[src/logic/decode_pkg.sv]
package decode_pkg;

  // ********************************************************
  // fetch word layout
  // ********************************************************
  localparam int WORD_W      = 16;
  localparam int CLASS_MSB   = 7;
  localparam int CLASS_LSB   = 2;
  localparam int ALT_BIT     = 1;
  localparam int LONG_BIT    = 0;
  localparam int OPERAND_MSB = 15;
  localparam int OPERAND_LSB = 8;
  localparam int EXT_CNT_MSB = 13;
  localparam int EXT_CNT_LSB = 12;
  localparam int EXT_CNT_W   = 3;

  // ********************************************************
  // step sizes and reset values
  // ********************************************************
  localparam logic [1:0]           STEP_NONE   = 2'h0;
  localparam logic [1:0]           STEP_ONE    = 2'h1;
  localparam logic [1:0]           STEP_TWO    = 2'h2;
  localparam logic [EXT_CNT_W-1:0] EXT_CNT_RST = 3'h0;
  localparam logic [7:0]           OPERAND_RST = 8'h00;

  // ********************************************************
  // operation classes, value = opcode[7:2]
  // ********************************************************
  typedef enum logic [5:0] {
    op_nop = 6'h00, op_add_word = 6'h01, op_add_byte = 6'h02, op_sub_word = 6'h03,
    op_sub_byte = 6'h04, product_op = 6'h05, quotient_op = 6'h06,
    long_quotient_op = 6'h07, ones_invert_op = 6'h08, twos_invert_op = 6'h09,
    op_and_word = 6'h0A, op_and_byte = 6'h0B, op_or_word = 6'h0C, op_or_byte = 6'h0D,
    op_xor_word = 6'h0E, op_xor_byte = 6'h0F, bit_clear_set_op = 6'h10,
    bit_copy_op = 6'h11, bit_logic_op = 6'h12, bit_compare_op = 6'h13,
    masked_byte_modify = 6'h14, op_cmp_word = 6'h15, op_cmp_byte = 6'h16,
    compare_decrement = 6'h17, compare_increment = 6'h18, normalize_count = 6'h19,
    logical_shift = 6'h1A, rotate_op = 6'h1B, signed_shift_right = 6'h1C,
    op_move_word = 6'h1D, op_move_byte = 6'h1E, byte_extend_move = 6'h1F,
    conditional_jump = 6'h20, segment_jump = 6'h21, jump_bit_set = 6'h22,
    jump_bit_clear = 6'h23, conditional_call = 6'h24, segment_call = 6'h25,
    push_and_call = 6'h26, op_trap = 6'h27, op_push_pop = 6'h28,
    context_switch_push = 6'h29, intra_return = 6'h2A, inter_segment_return = 6'h2B,
    interrupt_return = 6'h2C, op_sw_break = 6'h2D, op_sw_reset = 6'h2E,
    op_idle = 6'h2F, op_wdt_service = 6'h30, op_wdt_switch = 6'h31,
    op_init_end = 6'h32, op_atomic_seq = 6'h33, reg_bank_override_seq = 6'h34,
    page_override_seq = 6'h35, segment_override_seq = 6'h36,
    retired_powerdown_op = 6'h37, op_illegal = 6'h3F
  } op_t;

  typedef enum logic [3:0] {
    grp_none = 4'h0, grp_arith = 4'h1, grp_logic = 4'h2, grp_bit = 4'h3,
    grp_compare = 4'h4, grp_shift = 4'h5, grp_move = 4'h6, grp_jump = 4'h7,
    grp_call = 4'h8, grp_return = 4'h9, grp_system = 4'hA, grp_ext = 4'hB
  } group_t;

  typedef enum logic [1:0] {
    mdu_none = 2'h0, mdu_mul = 2'h1, mdu_div_short = 2'h2, mdu_div_long = 2'h3
  } mdu_t;

  typedef enum logic [1:0] {
    ext_kind_reg = 2'h0, ext_kind_page = 2'h1, ext_kind_seg = 2'h2
  } ext_kind_t;

  typedef enum logic {
    ext_idle = 1'b0, ext_active = 1'b1
  } ext_state_t;

endpackage

[src/logic/decode_if.sv]
`timescale 1ns/1ps

// ********************************************************
// class table lookup
// ********************************************************
interface table_if;
  decode_pkg::op_t    op;
  logic               long_form;
  decode_pkg::group_t group;
  logic               len4;
  logic               legal;
  decode_pkg::mdu_t   mdu_sel;

  modport table_end (input op, long_form, output group, len4, legal, mdu_sel);
  modport user_end  (output op, long_form, input group, len4, legal, mdu_sel);
endinterface

// ********************************************************
// override sequence tracker
// ********************************************************
interface ext_if;
  logic                                start;
  decode_pkg::ext_kind_t               kind;
  logic                                with_reg;
  logic [decode_pkg::EXT_CNT_W-1:0]    count;
  logic                                step;
  logic                                ext_reg;
  logic                                ext_page;
  logic                                ext_seg;

  modport tracker_end (input start, kind, with_reg, count, step,
                       output ext_reg, ext_page, ext_seg);
  modport user_end    (output start, kind, with_reg, count, step,
                       input ext_reg, ext_page, ext_seg);
endinterface

[src/logic/op_table.sv]
`timescale 1ns/1ps

module op_table (
  table_if.table_end tb  // class lookup
);

  always_comb begin
    tb.group   = decode_pkg::grp_none;
    tb.len4    = 1'b0;
    tb.legal   = 1'b1;
    tb.mdu_sel = decode_pkg::mdu_none;
    case (tb.op)
      decode_pkg::op_add_word, decode_pkg::op_add_byte,
      decode_pkg::op_sub_word, decode_pkg::op_sub_byte: begin
        tb.group = decode_pkg::grp_arith;
        tb.len4  = tb.long_form;
      end
      decode_pkg::product_op: begin
        tb.group   = decode_pkg::grp_arith;
        tb.mdu_sel = decode_pkg::mdu_mul;
      end
      decode_pkg::quotient_op: begin
        tb.group   = decode_pkg::grp_arith;
        tb.mdu_sel = decode_pkg::mdu_div_short;
      end
      decode_pkg::long_quotient_op: begin
        tb.group   = decode_pkg::grp_arith;
        tb.mdu_sel = decode_pkg::mdu_div_long;
      end
      decode_pkg::ones_invert_op, decode_pkg::twos_invert_op: begin
        tb.group = decode_pkg::grp_arith;
      end
      decode_pkg::op_and_word, decode_pkg::op_and_byte, decode_pkg::op_or_word,
      decode_pkg::op_or_byte, decode_pkg::op_xor_word, decode_pkg::op_xor_byte: begin
        tb.group = decode_pkg::grp_logic;
        tb.len4  = tb.long_form;
      end
      decode_pkg::bit_clear_set_op: begin
        tb.group = decode_pkg::grp_bit;
      end
      decode_pkg::bit_copy_op, decode_pkg::bit_logic_op, decode_pkg::bit_compare_op: begin
        tb.group = decode_pkg::grp_bit;
        tb.len4  = 1'b1;
      end
      decode_pkg::masked_byte_modify: begin
        tb.group = decode_pkg::grp_bit;
        tb.len4  = 1'b1;
      end
      decode_pkg::op_cmp_word, decode_pkg::op_cmp_byte,
      decode_pkg::compare_decrement, decode_pkg::compare_increment: begin
        tb.group = decode_pkg::grp_compare;
        tb.len4  = tb.long_form;
      end
      decode_pkg::normalize_count, decode_pkg::logical_shift,
      decode_pkg::rotate_op, decode_pkg::signed_shift_right: begin
        tb.group = decode_pkg::grp_shift;
      end
      decode_pkg::op_move_word, decode_pkg::op_move_byte,
      decode_pkg::byte_extend_move: begin
        tb.group = decode_pkg::grp_move;
        tb.len4  = tb.long_form;
      end
      decode_pkg::conditional_jump, decode_pkg::segment_jump,
      decode_pkg::jump_bit_set, decode_pkg::jump_bit_clear: begin
        tb.group = decode_pkg::grp_jump;
        tb.len4  = 1'b1;
      end
      decode_pkg::conditional_call, decode_pkg::segment_call,
      decode_pkg::push_and_call: begin
        tb.group = decode_pkg::grp_call;
        tb.len4  = 1'b1;
      end
      decode_pkg::op_trap: begin
        tb.group = decode_pkg::grp_call;
      end
      decode_pkg::op_push_pop: begin
        tb.group = decode_pkg::grp_move;
      end
      decode_pkg::context_switch_push: begin
        tb.group = decode_pkg::grp_move;
        tb.len4  = 1'b1;
      end
      decode_pkg::intra_return, decode_pkg::inter_segment_return,
      decode_pkg::interrupt_return: begin
        tb.group = decode_pkg::grp_return;
      end
      decode_pkg::op_nop, decode_pkg::op_sw_break, decode_pkg::op_atomic_seq: begin
        tb.group = decode_pkg::grp_system;
      end
      decode_pkg::op_sw_reset, decode_pkg::op_idle, decode_pkg::op_wdt_service,
      decode_pkg::op_wdt_switch, decode_pkg::op_init_end,
      decode_pkg::retired_powerdown_op: begin
        tb.group = decode_pkg::grp_system;
        tb.len4  = 1'b1;
      end
      decode_pkg::reg_bank_override_seq: begin
        tb.group = decode_pkg::grp_ext;
      end
      decode_pkg::page_override_seq, decode_pkg::segment_override_seq: begin
        tb.group = decode_pkg::grp_ext;
        tb.len4  = tb.long_form;
      end
      default: begin
        tb.legal = 1'b0;
      end
    endcase
  end

endmodule

[src/logic/ext_tracker.sv]
`timescale 1ns/1ps

module ext_tracker (
  input wire logic mclk,   // system clock
  input wire logic rst_n,  // async reset, active low
  ext_if.tracker_end ex    // override sequence port
);

  typedef struct packed {
    decode_pkg::ext_state_t           state;
    decode_pkg::ext_kind_t            kind;
    logic                             with_reg;
    logic [decode_pkg::EXT_CNT_W-1:0] cnt;
  } trk_t;

  trk_t s_q;
  trk_t s_d;

  // flags describe the instruction being taken now
  assign ex.ext_reg  = (s_q.state == decode_pkg::ext_active) &&
                       ((s_q.kind == decode_pkg::ext_kind_reg) || s_q.with_reg);
  assign ex.ext_page = (s_q.state == decode_pkg::ext_active) &&
                       (s_q.kind == decode_pkg::ext_kind_page);
  assign ex.ext_seg  = (s_q.state == decode_pkg::ext_active) &&
                       (s_q.kind == decode_pkg::ext_kind_seg);

  always_comb begin
    s_d = s_q;
    case (s_q.state)
      decode_pkg::ext_idle: begin
        if (ex.start) begin
          s_d.state    = decode_pkg::ext_active;
          s_d.kind     = ex.kind;
          s_d.with_reg = ex.with_reg;
          s_d.cnt      = ex.count;
        end
      end
      decode_pkg::ext_active: begin
        if (ex.start) begin
          s_d.kind     = ex.kind;
          s_d.with_reg = ex.with_reg;
          s_d.cnt      = ex.count;
        end else if (ex.step) begin
          s_d.cnt = s_q.cnt - 3'h1;
          if (s_q.cnt == 3'h1) begin
            s_d.state = decode_pkg::ext_idle;
          end
        end
      end
      default: begin
        s_d.state = decode_pkg::ext_idle;
      end
    endcase
  end

  always_ff @(posedge mclk or negedge rst_n) begin
    if (!rst_n) begin
      s_q <= '{state: decode_pkg::ext_idle, kind: decode_pkg::ext_kind_reg,
               with_reg: 1'b0, cnt: decode_pkg::EXT_CNT_RST};
    end else begin
      s_q <= s_d;
    end
  end

endmodule

[src/logic/cpu_instruction_decode.sv]
`timescale 1ns/1ps

// What this block does
// - add and subtract, word or byte, with or without carry, 2 or 4 bytes
// - signed or unsigned product goes to the 16x16 multiplier, 2 bytes
// - short quotient divides low product half by a register, 2 bytes
// - long quotient divides the 32-bit product pair by a register, 2 bytes
// - ones and twos inversion in place on word or byte register, 2 bytes
// - and, or, xor in word and byte forms, 2 or 4 bytes
// - bit clear/set 2 bytes; bit copy, bit logic, bit compare 4 bytes
// - masked high or low byte modify with immediate, 4 bytes
// - compare then decrement or increment register by 1 or 2
// - normalisation count into destination register, 2 bytes
// - shifts and rotates on one word register, 2 bytes; arithmetic keeps sign
// - byte to word move with sign or zero extension, 2 or 4 bytes
// - jump group all 4 bytes: conditional, segment, bit-test jumps
// - call group 4 bytes except trap: conditional, segment, push-and-call
// - trap enters service routine by immediate number, 2 bytes
// - context switch pushes register then loads it, 4 bytes
// - three 2-byte returns: intra, inter-segment, interrupt
// - page or segment override sequence start, optional registers, 2 or 4 bytes
// - register override sequence start, 2 bytes, following use extended space
// - retired power-down decodes as valid and does nothing

module cpu_instruction_decode (
  input  wire logic                    mclk,          // system clock, 40 MHz
  input  wire logic                    rst_n,         // async reset, active low
  input  wire logic                    fetch_valid,   // fetch word offered
  input  wire logic [15:0]             fetch_word,    // opcode byte and first operand byte
  output logic                         fetch_ready,   // decoder can take a word
  input  wire logic                    exec_ready,    // datapath takes the decode
  output logic                         dec_valid,     // decode result held
  output decode_pkg::op_t              dec_op,        // operation class
  output decode_pkg::group_t           dec_group,     // instruction group
  output logic                         dec_len4,      // 1: 4 bytes, 0: 2 bytes
  output logic                         dec_legal,     // opcode recognised
  output logic                         dec_byte_form, // byte operand form
  output logic                         dec_carry,     // carry or borrow used
  output logic                         dec_unsigned,  // unsigned product or quotient
  output decode_pkg::mdu_t             dec_mdu_sel,   // multiply/divide unit select
  output logic                         dec_mdu_wide,  // dividend is full product pair
  output logic                         dec_sign_fill, // fill with sign bit
  output logic [1:0]                   dec_step_amt,  // register step size 0/1/2
  output logic                         dec_step_up,   // step is increment
  output logic                         dec_alt_sel,   // variant select bit
  output logic [1:0]                   dec_sub_sel,   // four-way variant select
  output logic                         dec_no_effect, // no operation, no mode change
  output logic                         dec_ext_reg,   // extended register space
  output logic                         dec_ext_page,  // page override applies
  output logic                         dec_ext_seg,   // segment override applies
  output logic [7:0]                   dec_operand    // immediate operand byte
);

  // ********************************************************
  // registered decode state
  // ********************************************************
  typedef struct packed {
    logic               valid;
    decode_pkg::op_t    op;
    decode_pkg::group_t group;
    logic               len4;
    logic               legal;
    logic               byte_form;
    logic               carry;
    logic               unsgn;
    decode_pkg::mdu_t   mdu_sel;
    logic               mdu_wide;
    logic               sign_fill;
    logic [1:0]         step_amt;
    logic               step_up;
    logic               alt_sel;
    logic [1:0]         sub_sel;
    logic               no_effect;
    logic               ext_reg;
    logic               ext_page;
    logic               ext_seg;
    logic [7:0]         operand;
  } dec_t;

  dec_t s_q;
  dec_t s_d;

  table_if tb ();
  ext_if   ex ();

  decode_pkg::op_t op_raw;
  logic            alt;
  logic            accept;

  assign op_raw       = decode_pkg::op_t'(fetch_word[decode_pkg::CLASS_MSB:decode_pkg::CLASS_LSB]);
  assign alt          = fetch_word[decode_pkg::ALT_BIT];
  assign fetch_ready  = !s_q.valid || exec_ready;
  assign accept       = fetch_valid && fetch_ready;
  assign tb.op        = op_raw;
  assign tb.long_form = fetch_word[decode_pkg::LONG_BIT];

  // ********************************************************
  // sub-blocks
  // ********************************************************
  op_table u_table (
    .tb (tb)
  );

  ext_tracker u_ext (
    .mclk  (mclk),
    .rst_n (rst_n),
    .ex    (ex)
  );

  // ********************************************************
  // override sequence start and step
  // ********************************************************
  always_comb begin
    ex.start    = 1'b0;
    ex.kind     = decode_pkg::ext_kind_reg;
    ex.with_reg = 1'b0;
    ex.count    = {1'b0, fetch_word[decode_pkg::EXT_CNT_MSB:decode_pkg::EXT_CNT_LSB]} + 3'h1;
    ex.step     = accept;
    case (op_raw)
      decode_pkg::reg_bank_override_seq: begin
        ex.start = accept;
        ex.kind  = decode_pkg::ext_kind_reg;
      end
      decode_pkg::page_override_seq: begin
        ex.start    = accept;
        ex.kind     = decode_pkg::ext_kind_page;
        ex.with_reg = alt;
      end
      decode_pkg::segment_override_seq: begin
        ex.start    = accept;
        ex.kind     = decode_pkg::ext_kind_seg;
        ex.with_reg = alt;
      end
      default: begin
        ex.start = 1'b0;
      end
    endcase
  end

  // ********************************************************
  // next decode
  // ********************************************************
  always_comb begin
    s_d = s_q;
    if (accept) begin
      s_d.valid     = 1'b1;
      s_d.legal     = tb.legal;
      s_d.op        = tb.legal ? op_raw : decode_pkg::op_illegal;
      s_d.group     = tb.group;
      s_d.len4      = tb.len4;
      s_d.mdu_sel   = tb.mdu_sel;
      s_d.mdu_wide  = (op_raw == decode_pkg::long_quotient_op);
      s_d.alt_sel   = alt;
      s_d.sub_sel   = fetch_word[decode_pkg::ALT_BIT:decode_pkg::LONG_BIT];
      s_d.operand   = fetch_word[decode_pkg::OPERAND_MSB:decode_pkg::OPERAND_LSB];
      s_d.ext_reg   = ex.ext_reg;
      s_d.ext_page  = ex.ext_page;
      s_d.ext_seg   = ex.ext_seg;
      s_d.byte_form = 1'b0;
      s_d.carry     = 1'b0;
      s_d.unsgn     = 1'b0;
      s_d.sign_fill = 1'b0;
      s_d.step_amt  = decode_pkg::STEP_NONE;
      s_d.step_up   = 1'b0;
      s_d.no_effect = 1'b0;
      case (op_raw)
        decode_pkg::op_add_word, decode_pkg::op_sub_word: begin
          s_d.carry = alt;
        end
        decode_pkg::op_add_byte, decode_pkg::op_sub_byte: begin
          s_d.carry     = alt;
          s_d.byte_form = 1'b1;
        end
        decode_pkg::product_op, decode_pkg::quotient_op,
        decode_pkg::long_quotient_op: begin
          s_d.unsgn = alt;
        end
        decode_pkg::ones_invert_op, decode_pkg::twos_invert_op: begin
          s_d.byte_form = alt;
        end
        decode_pkg::op_and_byte, decode_pkg::op_or_byte, decode_pkg::op_xor_byte,
        decode_pkg::op_cmp_byte, decode_pkg::op_move_byte: begin
          s_d.byte_form = 1'b1;
        end
        decode_pkg::compare_decrement: begin
          s_d.step_amt = alt ? decode_pkg::STEP_TWO : decode_pkg::STEP_ONE;
        end
        decode_pkg::compare_increment: begin
          s_d.step_amt = alt ? decode_pkg::STEP_TWO : decode_pkg::STEP_ONE;
          s_d.step_up  = 1'b1;
        end
        decode_pkg::signed_shift_right: begin
          s_d.sign_fill = 1'b1;
        end
        decode_pkg::byte_extend_move: begin
          s_d.byte_form = 1'b1;
          s_d.sign_fill = !alt;
        end
        decode_pkg::op_nop, decode_pkg::retired_powerdown_op: begin
          s_d.no_effect = 1'b1;
        end
        default: begin
          s_d.no_effect = !tb.legal;
        end
      endcase
    end else if (exec_ready) begin
      s_d.valid = 1'b0;
    end
  end

  always_ff @(posedge mclk or negedge rst_n) begin
    if (!rst_n) begin
      s_q <= '{valid: 1'b0, op: decode_pkg::op_nop, group: decode_pkg::grp_none,
               len4: 1'b0, legal: 1'b0, byte_form: 1'b0, carry: 1'b0, unsgn: 1'b0,
               mdu_sel: decode_pkg::mdu_none, mdu_wide: 1'b0, sign_fill: 1'b0,
               step_amt: decode_pkg::STEP_NONE, step_up: 1'b0, alt_sel: 1'b0,
               sub_sel: 2'h0, no_effect: 1'b0, ext_reg: 1'b0, ext_page: 1'b0,
               ext_seg: 1'b0, operand: decode_pkg::OPERAND_RST};
    end else begin
      s_q <= s_d;
    end
  end

  // ********************************************************
  // outputs
  // ********************************************************
  assign dec_valid     = s_q.valid;
  assign dec_op        = s_q.op;
  assign dec_group     = s_q.group;
  assign dec_len4      = s_q.len4;
  assign dec_legal     = s_q.legal;
  assign dec_byte_form = s_q.byte_form;
  assign dec_carry     = s_q.carry;
  assign dec_unsigned  = s_q.unsgn;
  assign dec_mdu_sel   = s_q.mdu_sel;
  assign dec_mdu_wide  = s_q.mdu_wide;
  assign dec_sign_fill = s_q.sign_fill;
  assign dec_step_amt  = s_q.step_amt;
  assign dec_step_up   = s_q.step_up;
  assign dec_alt_sel   = s_q.alt_sel;
  assign dec_sub_sel   = s_q.sub_sel;
  assign dec_no_effect = s_q.no_effect;
  assign dec_ext_reg   = s_q.ext_reg;
  assign dec_ext_page  = s_q.ext_page;
  assign dec_ext_seg   = s_q.ext_seg;
  assign dec_operand   = s_q.operand;

endmodule

[config.mk]
export PLATFORM = sky130hd
export DESIGN_NAME = cpu_instruction_decode
export DESIGN_NICKNAME = d
export VERILOG_FILES = /design/src/logic/decode_pkg.sv /design/src/logic/decode_if.sv /design/src/logic/op_table.sv /design/src/logic/ext_tracker.sv /design/src/logic/cpu_instruction_decode.sv
export SDC_FILE = /design/constraint.sdc
export NUM_CORES = 1
export LEC_CHECK = 0
export ABC_AREA = 0
export ABC_CLOCK_PERIOD_IN_PS = 1600
export BUFFER_PORTS_ARGS = -buffer_cell sky130_fd_sc_hd__buf_2
export CORE_ASPECT_RATIO = 1.4
export CORE_MARGIN = 2
export CORE_UTILIZATION = 39
export CTS_BUF_LIST = sky130_fd_sc_hd__clkbuf_8 sky130_fd_sc_hd__clkbuf_16
export CTS_CLUSTER_DIAMETER = 120
export DETAILED_ROUTE_END_ITERATION = 10
export SLEW_MARGIN = 20
export SYNTH_ARGS = -nofsm -noshare
export SYNTH_HDL_FRONTEND = slang
export SYNTH_HIERARCHICAL = 1
export SYNTH_SLANG_ARGS = --single-unit
[constraint.sdc]
create_clock -name mclk -period 1.6 [get_ports mclk]
set_clock_uncertainty 0.15 [all_clocks]
set_input_delay 0.08 -clock mclk [delete_from_list [all_inputs] [get_ports mclk]]
set_output_delay 0.08 -clock mclk [all_outputs]
set_load 0.005 [all_outputs]
; ---- Word-level counts from Yosys, hierarchy flattened
; Index checks and enable logic that the tools add are counted.
[classes]
muxes = 26
order_cmp = 0
n_shift = 0
addsub = 2
eq_ne = 61
div_mod_pow = 0
n_reduce_logical = 36
multipliers = 0
bitwise_logic = 1
[op_table]
columns = cell, n
row1 = == test 6 bit (second input constant), 24
row2 = == test 6 x 5 -> 1 bit (second input constant), 16
row3 = OR reduction 56 bit, 1
row4 = == test 6 x 4 -> 1 bit (second input constant), 8
row5 = case mux 4 bit (11 select lines), 1
row6 = OR reduction 18 bit, 2
row7 = == test 6 x 3 -> 1 bit (second input constant), 4
row8 = OR reduction 4 bit, 5
row9 = OR reduction 19 bit, 1
row10 = OR reduction 9 bit, 2
row11 = case mux 7 bit (2 select lines), 1
row12 = == test 6 x 2 -> 1 bit (second input constant), 2
row13 = two-way mux 1 bit, 11
row14 = OR reduction 5 bit, 2
row15 = two-way mux 3 bit, 3
row16 = OR reduction 3 bit, 3
row17 = case mux 1 bit (2 select lines), 4
row18 = OR reduction 2 bit, 4
row19 = OR reduction 8 bit, 1
row20 = two-way mux 7 bit, 1
row21 = == test 6 x 1 -> 1 bit (second input constant), 1
row22 = zero test 6 bit, 1
row23 = two-way mux 6 bit, 1
row24 = case mux 2 bit (3 select lines), 1
row25 = 17 further kinds, 26
[word_totals]
wordCells = 150
register_bits = 45
n_memories = 0
romBits = 0
ram_bits = 0
latchBits = 0
in_bits = 20
output_inout_bits = 39

; ---- Logic depth before layout (Yosys ltp)
[logic_depth]
word_depth = 6
depth_mapped = 8
ltp_nobuf = 6

; ---- Modules after synthesis
; Netlist, hierarchy kept.
[modules_own_cells]
columns = mod, instances, cells_each, seq_area_each_um2, area_per_inst_um2
row1 = cpu_instruction_decode, 1, 200, 925.9, 1762.9
row2 = op_table, 1, 68, 0.0, 440.4
row3 = ext_tracker, 1, 34, 175.2, 355.3

; ---- Worst setup path after synthesis
; Ideal clock, no wire load.
[synth_path]
path_type = reg-to-reg
start = register s_q (netlist bit dec_valid)
end = register u_ext/s_q[3] (netlist name)
t_required_ns = 1.325
path_slack_ns = -0.272
n_path_buf = 3
path_stages_with_launch = 8
period_less_slack_ns = 1.872
arrival_time_ns = 1.597
setup_time_ns = 0.125
path_cell_list = dfrtp_1 nand2b_1 nand2_1 buf_2 buf_2 nor3b_2 buf_2 mux2_2
[synth_between]
elab_chain_cells = 6
elab_cells_between_ends = 7
cone_classes = eq/ne: 2 / mux: 1 / reduce/logical: 4
[synth_lines]
columns = element, line
row1 = "start, declared", cpu_instruction_decode.sv:80  ; dec_t s_q;
row2 = "start signal, assigned", cpu_instruction_decode.sv:213  ; s_q <= '{valid: 1'b0, op: decode_pkg::op_nop, group: decode_pkg::grp_none,
row3 = zero test 1 bit (*), cpu_instruction_decode.sv:92  ; assign fetch_ready = !s_q.valid || exec_ready;
row4 = logical OR 1 bit (*), cpu_instruction_decode.sv:92
row5 = named net fetch_ready, cpu_instruction_decode.sv:30  ; output logic fetch_ready,
row6 = logical AND 1 bit (*), cpu_instruction_decode.sv:93  ; assign accept = fetch_valid && fetch_ready;
row7 = two-way mux 1 bit (*), cpu_instruction_decode.sv:119  ; case (op_raw)
row8 = named net ex.start, decode_if.sv:22  ; logic start;
row9 = inequality test 2 bit (no source line), --
row10 = AND reduction 2 bit (no source line) (*), --
row11 = "end signal, assigned", ext_tracker.sv:58  ; s_q <= '{state: decode_pkg::ext_idle, kind: decode_pkg::ext_kind_reg,
row12 = "end, declared", ext_tracker.sv:16  ; trk_t s_q;
; The timed path passes the listed nets; every way through them passes the cells marked *.
; A chain may end at the register's enable or synchronous reset.

; ---- Final worst setup path
[layout_path]
start = register s_q (netlist bit dec_valid)
end = register s_q (netlist bit dec_no_effect)
[layout_between]
elab_chain_cells = 3
[layout_lines]
columns = element, line
row1 = zero test 1 bit, cpu_instruction_decode.sv:92
row2 = logical OR 1 bit, cpu_instruction_decode.sv:92
row3 = logical AND 1 bit, cpu_instruction_decode.sv:93
; No other way between the ends.

==> results.md <==
• 1.536 ns — post-layout minimum cycle time
• 43.03% — sequential element share of the synthesized area
• input pin to flip-flop — path category of the worst min-delay check
• 1.69 ns — critical path data required time
• 7234 µm² — die area
• 44 — TritonCTS Sinks
• 0.06378 ns — min setup slack post-route
• 8.473 µm² — synthesized area divided by synthesized cell count
• 29.10% — area added between synthesis and finish
• 1.672 nW — Pleak
• 0 — Post-synth EDFFs
• 889.4 nW/µm² — power density relative to cell area
• 6 — Yosys warnings
• 98 — Detailed Route Iter0 Violations
• 0 — max-cap violations
• 44 — number of register bits inferred by synthesis
• 40.64% — effective utilization at floorplan
• 2 — number of buffers on the longest clock path
• dec_valid — reg-to-reg startpoint
• dfrtp_1 — flip-flop cell with the highest count after synthesis
• 0 — number of failing setup endpoints in the final timing report
• 0 — remaining global-route overflow
• 4 — detailed-router iteration count before antenna repair
• 8 — max FFs per register
• 70.32% — worst slew slack as a fraction of its limit
• 13.79 µm — WL per Instance
• 18.20% — Global Route Usage Sum
• 437 — placed instance count
• 10500 µm — first-pass GRT wire length
• 0 — max-slew violation count
• 16 — crit path max fanout
• 34 — Cell Rows
• 0.01427 ns — worst hold slack
• 0 — antenna-violating nets left
• 1.62 ns — CP arrival
• fetch_word[6] — beginning of the worst hold path
• 5.172 — via density per instance
• 55 — count of cell types in the netlist
• false — RSZ-0062 raised after global routing
• 100.0% — fraction of registers with async set/reset
• 2559 µm² — netlist area before placement
• 5 — TritonCTS Buffers
• 0 — drc violations
• dfrtp_1 (43%), nand2_1 (12%), nor2_1 (2.9%) — synth top area cells
• yes — CTS tree
• 0.08 ns — clock input transition at the sequential cells of the worst setup and hold paths
• 6318 µm — aggregate routed wire length
• 0.29 ns — clock latency on the worst-skew pair
• 0 — # diodes
• -0.03092 ns — pre-CTS WS
• finished clean — outcome
• dfrtp_1 — top cell type by total area after synthesis
• 2369 — number of vias after detailed routing
• 43.03% — share of the synthesized area in the top cell type
• 2295 — number of global-route vias before repair
• 0.3339 mV — peak supply drop
• clkbuf_8 — Root Buffer
• 458 — post-route insts no fill
• 59 — I/O pins
• dec_valid — Critical Path Source
• 58 — number of buffers added on ports
• 608 — Fill cells
• flip-flop to flip-flop — category of the most critical setup path
• 31 — pin count of the biggest net entering global routing
• 0 — Final Hold Fails
• 2 — deepest level of the CTS H-tree
• 4571 µm — HPWL after detailed placement
• 0 — antenna violations before repair
• 650.9 MHz — Max Fclk
• 72.46 µm — die width
• 99.84 µm — die height
• 408 — NumNets Final
• 6296 µm² — area of the core
• 2.938 mW — total power
• 302 — number of instances in the synthesized netlist
• flip-flop — crit end category
• 0.8131 — gp weighted congestion
• 96.01% — final period utilization
• 30.05% — fraction of final layout cells with drive strength greater than 1
• 325 — Synth Net Count
• 0.4452 ns — Worst Max-Slew Pin Slew
• flip-flop — startpoint type of the worst setup path
## logic make-up after synthesis
logic type	after synthesis	share of synthesized area (%)
AOI/OAI and AO/OA	64	17.56
xor gates and xnor gates	6	2.054
adders and majority gates	3	1.467
buffers and inverters	39	8.166
DFF	44	43.03
muxes	7	3.129
and+or+nand+nor	139	24.60
## what timing repair did
action	in CTS	in global routing
endpoints found under the hold margin	62	0
gates resized for setup	0	1
buffers inserted	0	0
hold buffers	13	0
setup endpoints to repair	0	1
## through the flow
stage          TNS (ns)  util [%]  cell area [µm²]
3_5_place_dp    -0.1200     48.59             3059
4_1_cts               0     52.36             3297
5_1_grt               0     52.46             3303
2_1_floorplan   -0.4604         -             2589
6_report              0     52.46             3303
3_3_place_gp   -0.07765     48.59             3059
## layout by cell type (no fill, tap or decap), drive strengths merged, types with 4 or more instances in the layout
cell | synthesis | final
and3 | 6 | 6
mux2 | 5 | 5
dfrtp | 44 | 44
a31oi | 9 | 9
o21ai | 13 | 13
nor3 | 7 | 7
inv | 14 | 15
buf | 22 | 88
nand3 | 4 | 4
nand2 | 82 | 82
nor2 | 21 | 21
clkbuf | 3 | 5
a21oi | 14 | 14
nand2b | 5 | 5
nor2b | 4 | 4
xnor2 | 4 | 4
dlygate4sd3 | 0 | 13
## worst paths after layout
check                                       to  slack [ns]  cells after the start
worst max-delay path             dec_no_effect        0.06                      5
worst min-delay path                 dec_op[4]        0.01                      4
worst max register to register   dec_no_effect        0.06                      5
worst min register to register  dec_operand[0]        0.32                      2
max in group asynchronous         dec_mdu_wide        0.70                      3
min in group asynchronous       dec_operand[3]        0.11                      2
## synth_stat cells (3+ instances only)
| library cell | n |
|---|---|
| a21oi_1 | 14 |
| a31oi_1 | 9 |
| and3_1 | 5 |
| buf_2 | 13 |
| buf_4 | 6 |
| buf_6 | 3 |
| dfrtp_1 | 44 |
| ha_1 | 3 |
| inv_1 | 11 |
| inv_2 | 3 |
| mux2_2 | 4 |
| nand2_1 | 81 |
| nand2b_1 | 5 |
| nand3_1 | 4 |
| nor2_1 | 20 |
| nor2b_1 | 4 |
| nor3_1 | 7 |
| o21ai_0 | 11 |
| o31ai_1 | 3 |
| xnor2_1 | 4 |
## area by class of cell
class                      instances  area [µm²]  share of cell area (%)
timing repair buffer             101       683.2                   20.68
sequential                        44        1101                   33.33
clock inverter                     3       38.79                   1.174
tap                               72       90.09                   2.727
clock buffer                       5       68.82                   2.083
inverter                          14       52.55                   1.591
multi-input combinational        219        1269                   38.41
## critical path, stage by stage (launching register included)
cell and delay (ns):
dfrtp_1 0.38, nand2b_1 0.12, nand2_2 0.12, buf_4 0.22
nor4_2 0.30, a221o_1 0.18
## layer usage
layer	vias to the layer above	part of all wire (%)	track usage (%)
li1	1197	-	-
met1	1105	44	22.87
met2	58	50	31.90
met3	9	4.1	2.108
met4	0	2.1	6.553
met5	-	0	0
## power by group
part | internal (mW) | total [mW] | switching (mW)
clock network | 0.458 | 0.845 | 0.388
registers | 1.26 | 1.35 | 0.0938
logic | 0.352 | 0.739 | 0.387
Note: power is estimated with default switching activity, not from simulation.
